==> src/rtl/adcsq_pkg.sv <==
// constants and types shared by the converter control block
package adcsq_pkg;

    // ==========================================================
    // configuration word layout
    localparam int CFG_W = 12;
    localparam int RES_W = 12;
    localparam int CH_W = 2;
    localparam int PM_HI = 11;
    localparam int PM_LO = 10;
    localparam int CODING_BIT = 9;
    localparam int REFSEL_BIT = 8;
    localparam int PICK_HI = 6;
    localparam int PICK_LO = 5;
    localparam int ITYPE_HI = 4;
    localparam int ITYPE_LO = 3;
    localparam int SCAN_HI = 2;
    localparam int SCAN_LO = 1;
    localparam int RANGE_BIT = 0;
    localparam logic [CFG_W-1:0] CFG_RESET = 12'h000;

    // ==========================================================
    // field encodings, written as {hi, lo}
    localparam logic [1:0] PM_NORMAL = 2'h0;
    localparam logic [1:0] PM_AUTO_SHUT = 2'h1;
    localparam logic [1:0] PM_AUTO_STBY = 2'h2;
    localparam logic [1:0] PM_FULL_SHUT = 2'h3;
    localparam logic [1:0] IT_SINGLE = 2'h0;
    localparam logic [1:0] IT_PSEUDO = 2'h1;
    localparam logic [1:0] IT_DIFF = 2'h2;
    localparam logic [1:0] SCAN_OFF = 2'h0;
    localparam logic [1:0] SCAN_ON = 2'h3;
    localparam logic [CH_W-1:0] CH_FIRST = 2'h0;
    localparam logic [CH_W:0] STEP_SINGLE = 3'h1;
    localparam logic [CH_W:0] STEP_PAIR = 3'h2;

    // ==========================================================
    // timing
    localparam int CLK_PERIOD_NS = 10;
    localparam int CONV_CLOCKS = 13;
    localparam int WAKE_INT_NS = 7000;
    localparam int WAKE_EXT_NS = 600;
    localparam int WAKE_SHUT_NS = 7000;
    localparam int CNT_W = 4;
    localparam int WK_W = 10;
    localparam logic [CNT_W-1:0] CONV_LAST = CNT_W'(CONV_CLOCKS - 1);
    localparam logic [WK_W-1:0] WAKE_INT_CYC =
        WK_W'((WAKE_INT_NS + CLK_PERIOD_NS - 1) / CLK_PERIOD_NS);
    localparam logic [WK_W-1:0] WAKE_EXT_CYC =
        WK_W'((WAKE_EXT_NS + CLK_PERIOD_NS - 1) / CLK_PERIOD_NS);
    localparam logic [WK_W-1:0] WAKE_SHUT_CYC =
        WK_W'((WAKE_SHUT_NS + CLK_PERIOD_NS - 1) / CLK_PERIOD_NS);

    // ==========================================================
    // converter state, one-hot
    typedef enum logic [3:0] {
        ST_IDLE  = 4'h1,
        ST_SLEEP = 4'h2,
        ST_WAKE  = 4'h4,
        ST_CONV  = 4'h8
    } adcsq_state_e;

endpackage : adcsq_pkg

==> src/rtl/adcsq_sync.sv <==
// three-stage input synchroniser with agreement filter, one per bit
`timescale 1ns/100ps
module adcsq_sync
#(
    parameter int W = 1,
    parameter logic [W-1:0] RST_VAL = '0
)
(
    input wire logic clk,
    input wire logic rstn,
    input wire logic [W-1:0] async_in,
    output logic [W-1:0] sync_q
);

    // ==========================================================
    // per-bit chain
    genvar gi;
    generate
        for (gi = 0; gi < W; gi++)
        begin : g_bit
            logic s1_q;
            logic s2_q;
            logic s3_q;
            logic out_q;
            // first stage feeds only the second stage
            always_ff @(posedge clk)
            begin
                if (!rstn)
                begin
                    s1_q <= RST_VAL[gi];
                    s2_q <= RST_VAL[gi];
                    s3_q <= RST_VAL[gi];
                    out_q <= RST_VAL[gi];
                end
                else
                begin
                    s1_q <= async_in[gi];
                    s2_q <= s1_q;
                    s3_q <= s2_q;
                    if (s2_q == s3_q)
                        out_q <= s3_q; // change counts once stages agree
                end
            end
            // one driver per output bit
            assign sync_q[gi] = out_q;
        end
    endgenerate

endmodule : adcsq_sync

==> src/rtl/adcsq_top.sv <==
// converter control: configuration word, power modes, channel sequencer
// Behaviour
// - power modes 00: everything stays powered, no power-down between conversions.
// - mode 01: all circuitry powers down at the end of each conversion.
// - mode 10: reference on, buffer partial, rest off; wake 7 us or 600 ns.
// - mode 11: all circuitry off, configuration word kept.
// - input type 00: single-ended, pick selects positive input, negative grounded.
// - input type 10: pairs (0,1),(1,0),(2,3),(3,2) for pick 0..3.
// - input type 01: pseudo differential, same pair mapping.
// - a conversion needs 13 full conversion clocks, otherwise it aborts.
// - scan 00: each conversion uses the pick bits of the last write.
// - scan 11: convert channels 0 up to the pick value in turn.
// - scanning in pair modes skips inverse pairs.
// - sequencer advances on every falling edge of sample start, except in full shutdown (mode 11).
// - result is straight binary or twos complement per coding bit.
// - twelve-bit write-only word loaded by chip select and write strobe.
// - word clears to zero at power-up; fixed bit layout.
// - coding bit 0 straight binary, 1 twos complement.
// - reference bit 1 internal, 0 external; sets standby wake time.
`timescale 1ns/100ps
module adcsq_top
    import adcsq_pkg::*;
(
    input wire logic clk,
    input wire logic rstn,
    input wire logic cs_n,
    input wire logic wr_n,
    input wire logic [CFG_W-1:0] data_in,
    input wire logic sample_start_n,
    input wire logic conversion_clock,
    input wire logic [RES_W-1:0] sar_code,
    output logic core_power_on,
    output logic ref_power_on,
    output logic ref_buf_full,
    output logic ref_buf_partial,
    output logic ref_internal_q,
    output logic range_double_q,
    output logic converting,
    output logic [CH_W-1:0] pos_sel_q,
    output logic [CH_W-1:0] neg_sel_q,
    output logic neg_to_ground_q,
    output logic conv_done_q,
    output logic conv_abort_q,
    output logic [RES_W-1:0] result_q
);

    // ==========================================================
    // pin synchronisers
    logic [CFG_W+3:0] pins_s;
    logic cs_s, wr_s, start_s, cclk_s;
    logic [CFG_W-1:0] data_s;

    adcsq_sync #(.W(CFG_W + 4), .RST_VAL({4'hf, CFG_RESET})) u_sync (
        .clk(clk),
        .rstn(rstn),
        .async_in({cs_n, wr_n, sample_start_n, conversion_clock, data_in}),
        .sync_q(pins_s)
    );
    assign {cs_s, wr_s, start_s, cclk_s, data_s} = pins_s;

    // ==========================================================
    // edge detection on synchronised pins
    logic wr_prev_q, start_prev_q, cclk_prev_q;
    always_ff @(posedge clk)
    begin
        if (!rstn)
        begin
            wr_prev_q <= 1'b1;
            start_prev_q <= 1'b1;
            cclk_prev_q <= 1'b1;
        end
        else
        begin
            wr_prev_q <= wr_s;
            start_prev_q <= start_s;
            cclk_prev_q <= cclk_s;
        end
    end
    wire cfg_write = !cs_s && wr_s && !wr_prev_q; // word taken at end of strobe
    wire start_fall = start_prev_q && !start_s;
    wire cclk_fall = cclk_prev_q && !cclk_s;

    // ==========================================================
    // configuration word, write only, clears at reset
    logic [CFG_W-1:0] cfg_q;
    always_ff @(posedge clk)
    begin
        if (!rstn)
            cfg_q <= CFG_RESET;
        else if (cfg_write)
            cfg_q <= data_s; // kept in every power mode
    end

    // field decode
    wire [1:0] pm = cfg_q[PM_HI:PM_LO];
    wire [1:0] itype = cfg_q[ITYPE_HI:ITYPE_LO];
    wire [1:0] scan = cfg_q[SCAN_HI:SCAN_LO];
    wire [CH_W-1:0] pick = cfg_q[PICK_HI:PICK_LO];
    wire coding_twos = cfg_q[CODING_BIT];
    wire ref_int = cfg_q[REFSEL_BIT];
    wire paired = (itype == IT_DIFF) || (itype == IT_PSEUDO);
    wire scanning = (scan == SCAN_ON); // mixed settings act as no scan
    wire full_shut = (pm == PM_FULL_SHUT);
    assign ref_internal_q = ref_int;
    assign range_double_q = cfg_q[RANGE_BIT];

    // ==========================================================
    // channel sequencer
    logic [CH_W-1:0] scan_ptr_q;
    wire [CH_W:0] ptr_step = {1'b0, scan_ptr_q} + (paired ? STEP_PAIR : STEP_SINGLE);
    wire ptr_wrap = ptr_step > {1'b0, pick};
    wire [CH_W-1:0] ptr_next = ptr_wrap ? CH_FIRST : ptr_step[CH_W-1:0];
    wire [CH_W-1:0] conv_ch = scanning ? scan_ptr_q : pick;
    wire seq_step = start_fall && !full_shut;

    always_ff @(posedge clk)
    begin
        if (!rstn)
            scan_ptr_q <= CH_FIRST;
        else if (cfg_write)
            scan_ptr_q <= CH_FIRST; // every new word restarts at channel 0
        else if (seq_step && scanning)
            scan_ptr_q <= ptr_next;
    end

    // ==========================================================
    // input mux select, latched at sample start
    always_ff @(posedge clk)
    begin
        if (!rstn)
        begin
            pos_sel_q <= CH_FIRST;
            neg_sel_q <= CH_FIRST;
            neg_to_ground_q <= 1'b1;
        end
        else if (seq_step)
        begin
            pos_sel_q <= conv_ch;
            neg_sel_q <= conv_ch ^ {{(CH_W-1){1'b0}}, 1'b1}; // partner of the pair
            neg_to_ground_q <= !paired;
        end
    end

    // ==========================================================
    // power and conversion state machine
    adcsq_state_e state_q, state_d;
    logic [CNT_W-1:0] cnt_q, cnt_d;
    logic [WK_W-1:0] wake_q, wake_d;
    logic done_d, abort_d;
    wire asleep_mode = (pm == PM_AUTO_SHUT) || (pm == PM_AUTO_STBY);
    wire [WK_W-1:0] wake_load = (pm == PM_AUTO_SHUT) ? WAKE_SHUT_CYC :
                                ref_int ? WAKE_INT_CYC : WAKE_EXT_CYC;
    wire conv_last = cclk_fall && (cnt_q == CONV_LAST);
    adcsq_state_e rest_state;
    assign rest_state = asleep_mode ? ST_SLEEP : ST_IDLE;

    // next state
    always_comb
    begin
        state_d = state_q;
        cnt_d = cnt_q;
        wake_d = wake_q;
        done_d = 1'b0;
        abort_d = 1'b0;
        case (state_q)
            ST_IDLE:
            begin
                if (full_shut || asleep_mode)
                    state_d = ST_SLEEP;
                else if (start_fall)
                begin
                    state_d = ST_CONV;
                    cnt_d = '0;
                end
            end
            ST_SLEEP:
            begin
                if (pm == PM_NORMAL)
                    state_d = ST_IDLE;
                else if (start_fall && asleep_mode)
                begin
                    state_d = ST_WAKE;
                    wake_d = wake_load;
                end
            end
            ST_WAKE:
            begin
                if (full_shut)
                    state_d = ST_SLEEP;
                else if (wake_q <= {{(WK_W-1){1'b0}}, 1'b1})
                begin
                    state_d = ST_CONV;
                    cnt_d = '0;
                end
                else
                    wake_d = wake_q - {{(WK_W-1){1'b0}}, 1'b1};
            end
            ST_CONV:
            begin
                if (full_shut || cfg_write)
                begin
                    abort_d = 1'b1; // short of 13 clocks
                    state_d = full_shut ? ST_SLEEP : ST_IDLE;
                end
                else if (start_fall)
                begin
                    abort_d = 1'b1; // new sample before completion
                    cnt_d = '0;
                end
                else if (conv_last)
                begin
                    done_d = 1'b1; // 13th full period
                    state_d = rest_state; // power down after each conversion in modes 01 and 10, stay idle in mode 00
                end
                else if (cclk_fall)
                    cnt_d = cnt_q + {{(CNT_W-1){1'b0}}, 1'b1};
            end
            default:
                state_d = ST_IDLE;
        endcase
    end

    always_ff @(posedge clk)
    begin
        if (!rstn)
        begin
            state_q <= ST_IDLE;
            cnt_q <= '0;
            wake_q <= '0;
            conv_done_q <= 1'b0;
            conv_abort_q <= 1'b0;
        end
        else
        begin
            state_q <= state_d;
            cnt_q <= cnt_d;
            wake_q <= wake_d;
            conv_done_q <= done_d;
            conv_abort_q <= abort_d;
        end
    end

    // ==========================================================
    // result coding, twos complement flips the top bit
    always_ff @(posedge clk)
    begin
        if (!rstn)
            result_q <= '0;
        else if (done_d)
            result_q <= coding_twos ? {~sar_code[RES_W-1], sar_code[RES_W-2:0]}
                                    : sar_code;
    end

    // ==========================================================
    // power enables
    wire awake = (state_q == ST_IDLE) || (state_q == ST_CONV) || (state_q == ST_WAKE);
    wire stby_sleep = (state_q == ST_SLEEP) && (pm == PM_AUTO_STBY);
    assign core_power_on = awake;
    assign ref_power_on = awake || stby_sleep;
    assign ref_buf_full = awake;
    assign ref_buf_partial = stby_sleep;
    assign converting = (state_q == ST_CONV);
endmodule : adcsq_top

==> config.mk <==
export PLATFORM = sky130hd
export DESIGN_NAME = adcsq_top
export DESIGN_NICKNAME = d
export VERILOG_FILES = /design/src/rtl/adcsq_pkg.sv /design/src/rtl/adcsq_sync.sv /design/src/rtl/adcsq_top.sv
export SDC_FILE = /design/constraint.sdc
export NUM_CORES = 1
export LEC_CHECK = 0
export ABC_AREA = 1
export BUFFER_PORTS_ARGS = -buffer_cell sky130_fd_sc_hd__buf_2
export CAP_MARGIN = 20
export CORE_MARGIN = 3
export CORE_UTILIZATION = 50
export CTS_CLUSTER_DIAMETER = 100
export DETAILED_ROUTE_END_ITERATION = 8
export PLACE_DENSITY_LB_ADDON = 0.1
export SYNTH_ARGS = -nofsm -noshare
export SYNTH_HDL_FRONTEND = slang
export SYNTH_HIERARCHICAL = 1
export SYNTH_SLANG_ARGS = --single-unit
==> constraint.sdc <==
create_clock -name clk -period 2.7 [get_ports clk]
set_input_delay 0.27 -clock clk [delete_from_list [all_inputs] [get_ports clk]]
set_output_delay 0.27 -clock clk [all_outputs]
set_load 0.01 [all_outputs]
# ---- After elaboration in Yosys (flattened, before gate mapping)
# Cells that the tools add are included.
dict set report classes {
  eq_ne 42
  n_mux 38
  addsub 3
  mul 0
  reduce_logical 30
  bitwise_logic 3
  n_shift 0
  order_cmp 2
  div_mod_pow 0
}
# cell count
set ops {}
lappend ops {{two-way mux 4 bit} 17}
lappend ops {{two-way mux 10 bit} 6}
lappend ops {{case mux 10 bit (2 select lines)} 1}
lappend ops {{== test 1 bit} 16}
lappend ops {{!= test 2 bit (second input constant)} 8}
lappend ops {{case mux 4 bit (4 select lines)} 1}
lappend ops {{two-way mux 12 bit} 1}
lappend ops {{!= test 3 bit (second input constant)} 4}
lappend ops {{case mux 4 bit (3 select lines)} 1}
lappend ops {{<= comparator 10 x 1 -> 1 bit (second input constant)} 1}
lappend ops {{two-way mux 2 bit} 5}
lappend ops {{AND reduction 5 bit} 2}
lappend ops {{subtractor 10 x 1 -> 10 bit (second input constant)} 1}
lappend ops {{logical AND 1 bit} 9}
lappend ops {{== test 2 bit (second input constant)} 4}
lappend ops {{== test 4 bit (second input constant)} 2}
lappend ops {{AND reduction 8 bit} 1}
lappend ops {{logical OR 1 bit} 7}
lappend ops {{logical NOT 1 bit} 6}
lappend ops {{two-way mux 1 bit} 6}
lappend ops {{!= test 3 x 1 -> 1 bit (second input constant)} 2}
lappend ops {{adder 4 x 1 -> 4 bit (second input constant)} 1}
lappend ops {{== test 2 x 1 -> 1 bit (second input constant)} 2}
lappend ops {{== test 4 x 1 -> 1 bit (second input constant)} 1}
lappend ops {{11 further kinds} 13}
dict set report word_totals {
  latch_bits 0
  in_bits 30
  mem_bits_ro 0
  out_inout_bits 26
  mem_bits_rw 0
  register_bits 118
  mem_count 0
}

# ---- Depth between registers and ports, before layout
# Gate-level depths: netlist of the first run.
dict set report depth {
  word_depth 7
  mapped_depth 12
  ltp_nobuf 11
}

# ---- Modules after synthesis
# Netlist of the first run, hierarchy kept.
# module area_each_um2 cells_per_inst n_inst seq_area_each_um2
set modules_own_cells {}
lappend modules_own_cells {adcsq_top 2765.2 392 1 1041.0}
lappend modules_own_cells {adcsq_sync 2095.8 247 1 1281.2}

# ---- Least setup slack after synthesis of the first run
# No wires, ideal clock.
dict set report synth_timing {
  path_type {reg2reg}
  start {register cfg_q[4]}
  end {register scan_ptr_q[0]}
  arrival_ns 2.051
  synth_period_minus_slack_ns 2.121
  t_required_ns 2.630
  setup_time_ns 0.070
  path_buffers 0
  setup_slack_ns 0.579
  path_stages_with_launch 12
  path_cell_list {dfxtp_1 > xnor2_1 > ha_1 > inv_1 > fa_1 > inv_1 > ha_1 > inv_1 > o21bai_1 > a21boi_0 > nand2_1 > a21oi_1}
}
dict set report synth_between {
  elab_chain_cells 6
  elab_cells_between_ends 7
  cone_classes {add/sub: 1; order compare: 1; eq/ne: 2; mux: 2; reduce/logical: 1}
}
# item line
set synth_rtl {}
lappend synth_rtl {{start: declaration} adcsq_top.sv:85} ;# logic [CFG_W-1:0] cfg_q;
lappend synth_rtl {{start signal: assignment} adcsq_top.sv:91} ;# cfg_q <= data_s;
lappend synth_rtl {{== test 2 bit / == test 2 x 1 -> 1 bit (equally long branches)} adcsq_top.sv:101} ;# wire paired = (itype == IT_DIFF) || (itype == IT_PSEUDO);
lappend synth_rtl {{logical OR 1 bit *} adcsq_top.sv:101}
lappend synth_rtl {{two-way mux 2 bit *} adcsq_top.sv:110} ;# wire [CH_W:0] ptr_step = {1'b0, scan_ptr_q} + (paired ? STEP_PAIR : STEP_SINGLE);
lappend synth_rtl {{adder 2 x 2 -> 3 bit *} adcsq_top.sv:110}
lappend synth_rtl {{> comparator 3 x 2 -> 1 bit} adcsq_top.sv:111} ;# wire ptr_wrap = ptr_step > {1'b0, pick};
lappend synth_rtl {{two-way mux 2 bit *} adcsq_top.sv:112} ;# wire [CH_W-1:0] ptr_next = ptr_wrap ? CH_FIRST : ptr_step[CH_W-1:0];
lappend synth_rtl {{end signal: assignment} adcsq_top.sv:123} ;# scan_ptr_q <= ptr_next;
lappend synth_rtl {{end: declaration} adcsq_top.sv:109} ;# logic [CH_W-1:0] scan_ptr_q;
# Mark *: on every way between the ends. The rest lies on a longest branch, timed or not.
# A chain may end at the register's enable or synchronous reset.

# ---- Worst setup path in the final report of the first run
# Ends and elaborated chain as after synthesis.

==> impl_metrics.csv, run 1 <==
group,metric,value,unit
run_status,status,"completed",
critical_path,crit_path_max_fanout,3,
placed_design,port_buffers,54,
global_route,antenna_found_initial,0,
critical_path,cp_slowest_cell,"fa_1",
die,rows,34,
global_route,grt_max_degree,88,
route,detail_route.iter0.violations,122,
clock_tree,cts-hold-fix-buffers,0,
die,die_w,103.3,um
clock_tree,cts_made_buffers,9,
hold_path,hp-class,"primary input to flop",
critical_path,endpoint_kind,"flop",
critical_path,r2r_end,"scan_ptr_q[0]",
critical_path,ff2ff_setup_slack,0.40,ns
global_route,overflow,0,
critical_path,cp_cell_sequence,"xnor2_1 -> ha_1 -> inv_1 -> fa_1 -> inv_1 -> ha_1 -> inv_1 -> o21bai_1 -> a21boi_0 -> nand2_1 -> a21oi_1",
route,first_pass_iters,4,
clock_tree,cts_resized,0,
timing,period_minus_slack,2.305,ns
clock_tree,clock_latency,0.37,ns
power,powerDensity,593.7,nW/um^2
clock_tree,cts-root-buf,"clkbuf_8",
cells_and_area,drive_gt1_frac,0.1511,
die,die_area,10680,sq um
job,maxCapViolCount,0,
placed_design,dp_hpwl,5547,um
route,num_vias,3645,
critical_path,critPathLaunchType,"flop",
clock_tree,cts_setup_buffers,0,
critical_path,cp_data_arrival_time,2.61,ns
critical_path,cp.required,3.00,ns
route,wirelength,7986,um
timing,slew_viol_final,0,
logic_synthesis,ys_warn_count,6,
hold_path,whs_endpoint,"u_sync/g_bit[13].s1_q",
timing,setup_violations,0,
die,die_y,103.3,um
timing,tightest_slew,0.8741,ns
clock_tree,cts_max_path_buffers,2,
cells_and_area,nets,700,
timing,grt_setup_unrepaired,"no",
global_route,grt_usage,0.1615,
cells_and_area,syn_to_final_growth,8.743,%
hold_path,hold_path.startpoint,"sample_start_n",
timing,setup_tns,0,ns
die,start_util,0.5277,
hold_path,holdPathStages,3,
power,irDropWorstVdd,351.4,uV
logic_synthesis,synth.avg_cell_area,7.579,sq um
route,avgRoutedWirePerCell,10.13,um
critical_path,critical_path.max_stage_delay,0.47,ns
clock_tree,cts_tree,"yes",
cells_and_area,fin_area,5151,sq um
timing,hold_viol_final,0,
die,io_pins,56,
critical_path,path_common_cell,"inv_1",
timing,relSlewSlack,0.4166,
cells_and_area,n_antenna_cell,0,
route,viasPerCell,4.626,
timing,post-route-period-util,0.8536,
clock_tree,cts.htree.levels,3,
die,core,8976,sq um
clock_tree,clkSlewWorstSetupHoldPaths,0.11,ns
timing,clock.fmax,0.4339,GHz
logic_synthesis,netlist_area,4737,sq um
critical_path,r2r_start,"cfg_q[4]",
placed_design,gp_congestion,0.8886,
logic_synthesis,synthesis.instances,625,
global_route,grt_pass1_vias,3235,
clock_tree,clkSinkCount,112,
route,post-route-drc-count,0,
placed_design,placed_cell_area,4936,sq um
global_route,grt_pass1_wl,13940,um
critical_path,path_class,"flop to flop",
power,p_leak,2.598,nW
route,postRouteAntennaNets,0,
logic_synthesis,synth_nets,667,
timing,skew,0.01056,ns
cells_and_area,nFillCells,857,
critical_path,r2r.worst_path.cells,11,
-- worst max-delay path by stage --
stage | cells past startpoint | from | slack [ns] | end
2_1_floorplan | 11 | cfg_q[4] | 0.58 | scan_ptr_q[0]
3_3_place_gp | 11 | cfg_q[4] | 0.50 | scan_ptr_q[1]
3_5_place_dp | 11 | cfg_q[4] | 0.40 | scan_ptr_q[0]
4_1_cts | 11 | cfg_q[4] | 0.38 | scan_ptr_q[0]
5_1_grt | 11 | cfg_q[4] | 0.12 | scan_ptr_q[0]
6_report | 11 | cfg_q[4] | 0.40 | scan_ptr_q[0]
-- metrics by stage --
stage,std cells,hold WS (ns),util,power (W),setup WS [ns]
floorplan,625,0.3548,-,0.001996,0.5791
global placement,773,0.3820,0.5499,0.002051,0.4965
finish,788,0.06649,0.5739,0.003058,0.3952
CTS,788,0.04634,0.5739,0.003102,0.3760
detailed placement,773,0.3856,0.5499,0.002062,0.4008
global route,788,0.05364,0.5739,0.003217,0.1206
-- area by class of cell --
cell class	instances	area, sq um	area share
Tap cell	126	157.7	0.03060
Multi-Input combinational cell	388	1898	0.3685
Timing Repair Buffer	55	290.3	0.05635
Inverter	92	347.8	0.06752
Sequential cell	112	2242	0.4353
Clock buffer	9	123.9	0.02405
Clock inverter	6	91.34	0.01773
-- critical path: cells and delay by family (launching register included) --
family / cells / cell delay [ns]
compound gates: 3 / 0.42
simple gates: 1 / 0.08
xor+xnor: 1 / 0.30
fa+ha+maj: 3 / 0.96
buf+inv: 3 / 0.16
flops: 1 / 0.34
-- report_power, final --
part / total (W) / switching, W / internal [W] / leakage, nW
Clock: 0.00104 / 0.000584 / 0.000451 / 0.107
Sequential: 0.00173 / 0.0000313 / 0.00170 / 0.911
Combinational: 0.000296 / 0.000182 / 0.000114 / 1.58
Total: 0.00306 / 0.000797 / 0.00226 / 2.60
-- layout by cell type (no fill, tap or decap), types with 5 or more instances in the layout --
master,count
a21oi_1,41
buf_2,54
clkbuf_8,9
dfxtp_1,112
ha_1,11
inv_1,87
nand2_1,139
nand3_1,31
nor2_1,84
nor2_2,5
nor2_4,6
o21ai_0,38
-- flip-flops by register name (all words and copies together) (netlist names), 4 cells and up --
name and cells:
u_sync/g_bit.s3_q 15, u_sync/g_bit.s2_q 15, cnt_q 4, cfg_q 11, result_q 12, u_sync/g_bit.out_q 15, wake_q 10, u_sync/g_bit.s1_q 15
state_q 4
-- routing by layer --
metal | part of all wire | up-vias | global-route usage
met5 | 0 | - | 0
met4 | 0.016 | 0 | 0.05777
met3 | 0.042 | 14 | 0.04494
met2 | 0.46 | 62 | 0.2718
met1 | 0.48 | 1589 | 0.1982
li1 | - | 1980 | -
No activity file was read; power rests on OpenSTA's default activity.
==> inputs of run 2 (changes only) <==
--- a/config.mk
+++ b/config.mk
@@ -5,7 +5,6 @@
 export SDC_FILE = /design/constraint.sdc
 export NUM_CORES = 1
 export LEC_CHECK = 0
-export ABC_AREA = 1
 export BUFFER_PORTS_ARGS = -buffer_cell sky130_fd_sc_hd__buf_2
 export CAP_MARGIN = 20
 export CORE_MARGIN = 3
==> run 2 against run 1 <==
Sequential share of layout area up 3.1 points. Largest cell class unchanged. Sequential power about the same. Worst setup slack worse by 0.11 ns. Clock power down 16%. Clock-buffer cell count up 1. Combinational power up 44%. Cell count down 21%. Critical path type unchanged. Critical path depth down 1. Maximum frequency down 4.6%.
==> impl_metrics.csv, run 2 <==
group,metric,value,unit
route,num_vias,3191,
clock_tree,clock_latency,0.36,ns
clock_tree,clkSlewWorstSetupHoldPaths,0.10,ns
clock_tree,cts_tree,"yes",
critical_path,cp_slowest_cell,"fa_1",
critical_path,ff2ff_setup_slack,0.28,ns
critical_path,critPathLaunchType,"flop",
cells_and_area,syn_to_final_growth,7.740,%
logic_synthesis,netlist_area,4462,sq um
power,swShare,0.2703,
timing,setup_ws,0.2832,ns
job,maxCapViolCount,0,
placed_design,gp_congestion,0.8153,
logic_synthesis,synth_nets,524,
timing,setup_tns,0,ns
global_route,grt_pass1_vias,2945,
critical_path,r2r_start,"cfg_q[4]",
critical_path,r2r_end,"scan_ptr_q[1]",
timing,relSlewSlack,0.4351,
cells_and_area,final_cell_mix,"dfxtp_1, nand2_1, buf_2, and2_1",
cells_and_area,nets,555,
route,detail_route.iter0.violations,89,
critical_path,cp_num_buf_inv,2,
timing,period_minus_slack,2.417,ns
route,viasPerCell,5.130,
cells_and_area,final_common_cell,"dfxtp_1",
global_route,overflow,0,
critical_path,critical_path.max_stage_delay,0.47,ns
global_route,antenna_found_initial,0,
power,p_comb_frac,0.139,
placed_design,place_worst_setup_slack,0.2893,ns
run_status,status,"completed",
cells_and_area,drive_gt1_frac,0.1509,
die,start_util,0.5297,
global_route,grt_max_degree,74,
die,die_w,100.5,um
power,powerDensity,637.1,nW/um^2
power,pwr-share-clk,0.286,
hold_path,hold_path.startpoint,"cs_n",
placed_design,dp_hpwl,5319,um
route,postRouteAntennaNets,0,
power,p_leak,1.999,nW
power,seqPwrFrac,0.575,
timing,tightest_slew,0.8464,ns
critical_path,crit_path_max_fanout,3,
timing,hold_viol_final,0,
critical_path,endpoint_kind,"flop",
clock_tree,cts_made_buffers,9,
die,core,8423,sq um
power,power_switching,0.0008279,W
clock_tree,cts.htree.levels,3,
hold_path,whs_endpoint,"u_sync/g_bit[15].s1_q",
die,die_y,100.5,um
critical_path,r2r.worst_path.cells,10,
route,post-route-drc-count,0,
global_route,grt_usage,0.1554,
die,rows,33,
logic_synthesis,synth.avg_cell_area,9.257,sq um
logic_synthesis,synthesis.instances,482,
clock_tree,cts-hold-fix-buffers,0,
critical_path,cp_data_arrival_time,2.70,ns
power,internal_power,0.002235,W
route,avgRoutedWirePerCell,12.16,um
clock_tree,cts_resized,0,
clock_tree,cts-root-buf,"clkbuf_8",
timing,grt_setup_unrepaired,"no",
die,io_pins,56,
die,die_area,10090,sq um
cells_and_area,n_antenna_cell,0,
route,first_pass_iters,4,
critical_path,cp.required,2.98,ns
power,total_power,0.003063,W
clock_tree,clkSinkCount,112,
clock_tree,cts_setup_buffers,0,
hold_path,holdPathStages,2,
logic_synthesis,ys_warn_count,6,
power,irDropWorstVdd,330.5,uV
placed_design,port_buffers,54,
timing,skew,0.009789,ns
critical_path,crit_family,"adder cells",
route,wirelength,7562,um
hold_path,hp-class,"primary input to flop",
clock_tree,cts_max_path_buffers,2,
timing,clock.fmax,0.4138,GHz
timing,setup_violations,0,
critical_path,cp_cell_sequence,"xnor2_1 -> ha_1 -> inv_1 -> fa_1 -> inv_1 -> ha_1 -> nor2b_1 -> o21ai_0 -> nand4_1 -> a21oi_1",
global_route,grt_pass1_wl,12780,um
timing,slew_viol_final,0,
critical_path,path_class,"flop to flop",
timing,post-route-period-util,0.8951,
run 2: worst max-delay path by stage:
| stage | start | to | slack (ns) | cells past startpoint |
|---|---|---|---|---|
| finish | cfg_q[4] | scan_ptr_q[1] | 0.28 | 10 |
| floorplan | cfg_q[4] | scan_ptr_q[0] | 0.51 | 10 |
| detailed placement | state_q[0] | result_q[2] | 0.29 | 4 |
| global placement | state_q[0] | result_q[6] | 0.31 | 4 |
| global route | cfg_q[4] | scan_ptr_q[0] | 0.07 | 10 |
| CTS | cfg_q[4] | scan_ptr_q[1] | 0.24 | 10 |
run 2: cell type report:
class / count / area [sq um]
Clock buffer: 10 / 127.6
Clock inverter: 5 / 41.29
Sequential cell: 112 / 2242
Inverter: 18 / 67.56
Timing Repair Buffer: 59 / 307.8
Tap cell: 105 / 131.4
Multi-Input combinational cell: 313 / 1889
Fill cell: 806 / 3616
run 2: metrics by stage:
step	hold slack (ns)	instance area, sq um	utilization	cells
finish	0.08371	4807	0.5707	622
global route	0.07251	4807	0.5707	622
CTS	0.06314	4807	0.5707	622
detailed placement	0.3999	4638	0.5507	607
global placement	0.3898	4638	0.5507	607
floorplan	0.3430	4462	-	482
run 2: layer usage:
| layer | GRT usage | vias to the layer above | part of all wire |
|---|---|---|---|
| li1 | - | 1667 | - |
| met1 | 0.1947 | 1468 | 0.48 |
| met2 | 0.2589 | 46 | 0.47 |
| met3 | 0.03529 | 10 | 0.029 |
| met4 | 0.06321 | 0 | 0.015 |
| met5 | 0 | - | 0 |
run 2: power by group through the flow:
stage          Sequential (W)  Combinational [W]  Clock, W
6_report              0.00176           0.000425  0.000876
5_1_grt               0.00177           0.000477  0.000977
4_1_cts               0.00176           0.000427  0.000913
3_5_place_dp          0.00180           0.000426         0
3_3_place_gp          0.00179           0.000418         0
2_1_floorplan         0.00177           0.000349         0
==> inputs of run 3 (changes only) <==
--- a/config.mk
+++ b/config.mk
@@ -12,6 +12,7 @@
 export CTS_CLUSTER_DIAMETER = 100
 export DETAILED_ROUTE_END_ITERATION = 8
 export PLACE_DENSITY_LB_ADDON = 0.1
+export RECOVER_POWER = 25
 export SYNTH_ARGS = -nofsm -noshare
 export SYNTH_HDL_FRONTEND = slang
 export SYNTH_HIERARCHICAL = 1
==> run 3 against run 2 <==
Largest power group unchanged. Cell count did not move. Non-clock buffer count did not move. Die area did not move. Clock skew unchanged. Sequential share of layout area is essentially flat. Critical path depth unchanged. Worst setup slack lost 0.0022 ns. Clock-buffer cell count unchanged. Utilization hardly changed. Register-to-register slack is essentially flat. Worst hold slack unchanged.
==> impl_metrics.csv, run 3 (same netlist as run 2, synthesis figures left out) <==
group,metric,value,unit
cells_and_area,final_common_cell,"dfxtp_1",
die,rows,33,
die,start_util,0.5297,
route,detail_route.iter0.violations,89,
critical_path,cp.required,2.98,ns
timing,hold_viol_final,0,
critical_path,endpoint_kind,"flop",
global_route,busiest_layer,"met2",
route,wirelength,7561,um
power,swShare,0.2703,
job,maxCapViolCount,0,
cells_and_area,final_core_util,0.5704,
route,avgRoutedWirePerCell,12.16,um
route,viasPerCell,5.130,
die,die_area,10090,sq um
global_route,met2_usage,0.2589,
global_route,grt_pass1_wl,12780,um
timing,grt_setup_unrepaired,"no",
timing,setup_ws,0.2811,ns
cells_and_area,nFillCells,807,
timing,setup_violations,0,
critical_path,critical_path.max_stage_delay,0.47,ns
timing,post-route-period-util,0.8959,
clock_tree,clkSlewWorstSetupHoldPaths,0.10,ns
cells_and_area,nets,555,
clock_tree,clkSinkCount,112,
global_route,overflow,0,
placed_design,place_inst,607,
critical_path,cp_cell_sequence,"xnor2_1 -> ha_1 -> inv_1 -> fa_1 -> inv_1 -> ha_1 -> nor2b_1 -> o21ai_0 -> nand4_1 -> a21oi_1",
global_route,grt_pass1_vias,2945,
die,die_w,100.5,um
power,p_leak,1.998,nW
global_route,use_met3,0.03529,
power,powerDensity,637.5,nW/um^2
placed_design,place_worst_setup_slack,0.2893,ns
cells_and_area,syn_to_final_growth,7.684,%
critical_path,cp_slowest_cell,"fa_1",
cells_and_area,drive_gt1_frac,0.1509,
placed_design,gp_congestion,0.8153,
route,num_vias,3191,
power,irDropWorstVdd,330.6,uV
timing,tightest_slew,1.153,ns
die,core,8423,sq um
route,first_pass_iters,4,
run_status,status,"completed",
clock_tree,clock_latency,0.36,ns
power,power_switching,0.0008279,W
global_route,grt_max_degree,74,
placed_design,dp_hpwl,5319,um
hold_path,hp-class,"primary input to flop",
cells_and_area,instances_no_fill,622,
power,p_comb_frac,0.139,
cells_and_area,final_cell_mix,"dfxtp_1, nand2_1, buf_2, and2_1",
critical_path,crit_path_max_fanout,3,
global_route,antenna_found_initial,0,
die,io_pins,56,
clock_tree,cts.htree.levels,3,
timing,skew,0.009789,ns
critical_path,critPathLaunchType,"flop",
timing,relSlewSlack,0.2313,
global_route,grt_usage,0.1554,
cells_and_area,n_antenna_cell,0,
critical_path,path_class,"flop to flop",
route,postRouteAntennaNets,0,
critical_path,cp_data_arrival_time,2.70,ns
clock_tree,cts_max_path_buffers,2,
timing,slew_viol_final,0,
clock_tree,cts_resized,0,
power,pwr-share-clk,0.286,
placed_design,port_buffers,54,
timing,setup_tns,0,ns
clock_tree,cts_setup_buffers,0,
power,total_power,0.003063,W
power,seqPwrFrac,0.575,
global_route,gr-usage-met1,0.1947,
timing,clock.fmax,0.4134,GHz
clock_tree,cts-hold-fix-buffers,0,
route,post-route-drc-count,0,
clock_tree,cts_made_buffers,9,
clock_tree,cts-root-buf,"clkbuf_8",
power,internal_power,0.002235,W
timing,period_minus_slack,2.419,ns
clock_tree,cts_tree,"yes",
die,die_y,100.5,um
## run 3: critical path, delay by kind of cell, from the launching register on
family,cells,cell delay [ns]
adder cells (fa/ha/maj),3,0.97
AND/OR/NAND/NOR,2,0.25
XOR/XNOR,1,0.33
flip-flops,1,0.33
buffers and inverters,2,0.10
AO/OA/AOI/OAI,2,0.37
## run 3: power by group through the flow
stage	clock network, W	registers [W]	logic, W
6_report	0.000876	0.00176	0.000425
4_1_cts	0.000913	0.00176	0.000427
3_3_place_gp	0	0.00179	0.000418
3_5_place_dp	0	0.00180	0.000426
2_1_floorplan	0	0.00177	0.000349
5_1_grt	0.000977	0.00177	0.000477
## run 3: final cells by class
| type | instances | area, sq um | area share |
|---|---|---|---|
| clock buffer | 10 | 127.6 | 0.02656 |
| clock inverter | 5 | 41.29 | 0.008594 |
| inverter | 18 | 67.56 | 0.01406 |
| multi-input combinational | 313 | 1889 | 0.3932 |
| sequential | 112 | 2242 | 0.4667 |
| tap | 105 | 131.4 | 0.02734 |
| timing repair buffer | 59 | 305.3 | 0.06354 |
## run 3: routing by layer
layer  part of all wire  routed length (um)
met1               0.48                3631
met2               0.47                3588
met3              0.029                 223
met4              0.015                 117
met5                  0                   0
## run 3: through the flow
stage | hold slack, ns | area (sq um)
2_1_floorplan | 0.3430 | 4462
3_3_place_gp | 0.3898 | 4638
3_5_place_dp | 0.3999 | 4638
4_1_cts | 0.06314 | 4807
5_1_grt | 0.07251 | 4805
6_report | 0.08371 | 4805
## run 3: path summary, 6_finish.rpt
kind	startpoint	end	slack, ns	cells after the start
hold / removal	cs_n	u_sync/g_bit[15].s1_q	0.08	2
setup / recovery	cfg_q[4]	scan_ptr_q[1]	0.28	10
hold reg to reg	u_sync/g_bit[14].s1_q	u_sync/g_bit[14].s2_q	0.42	1
setup reg to reg	cfg_q[4]	scan_ptr_q[1]	0.28	10
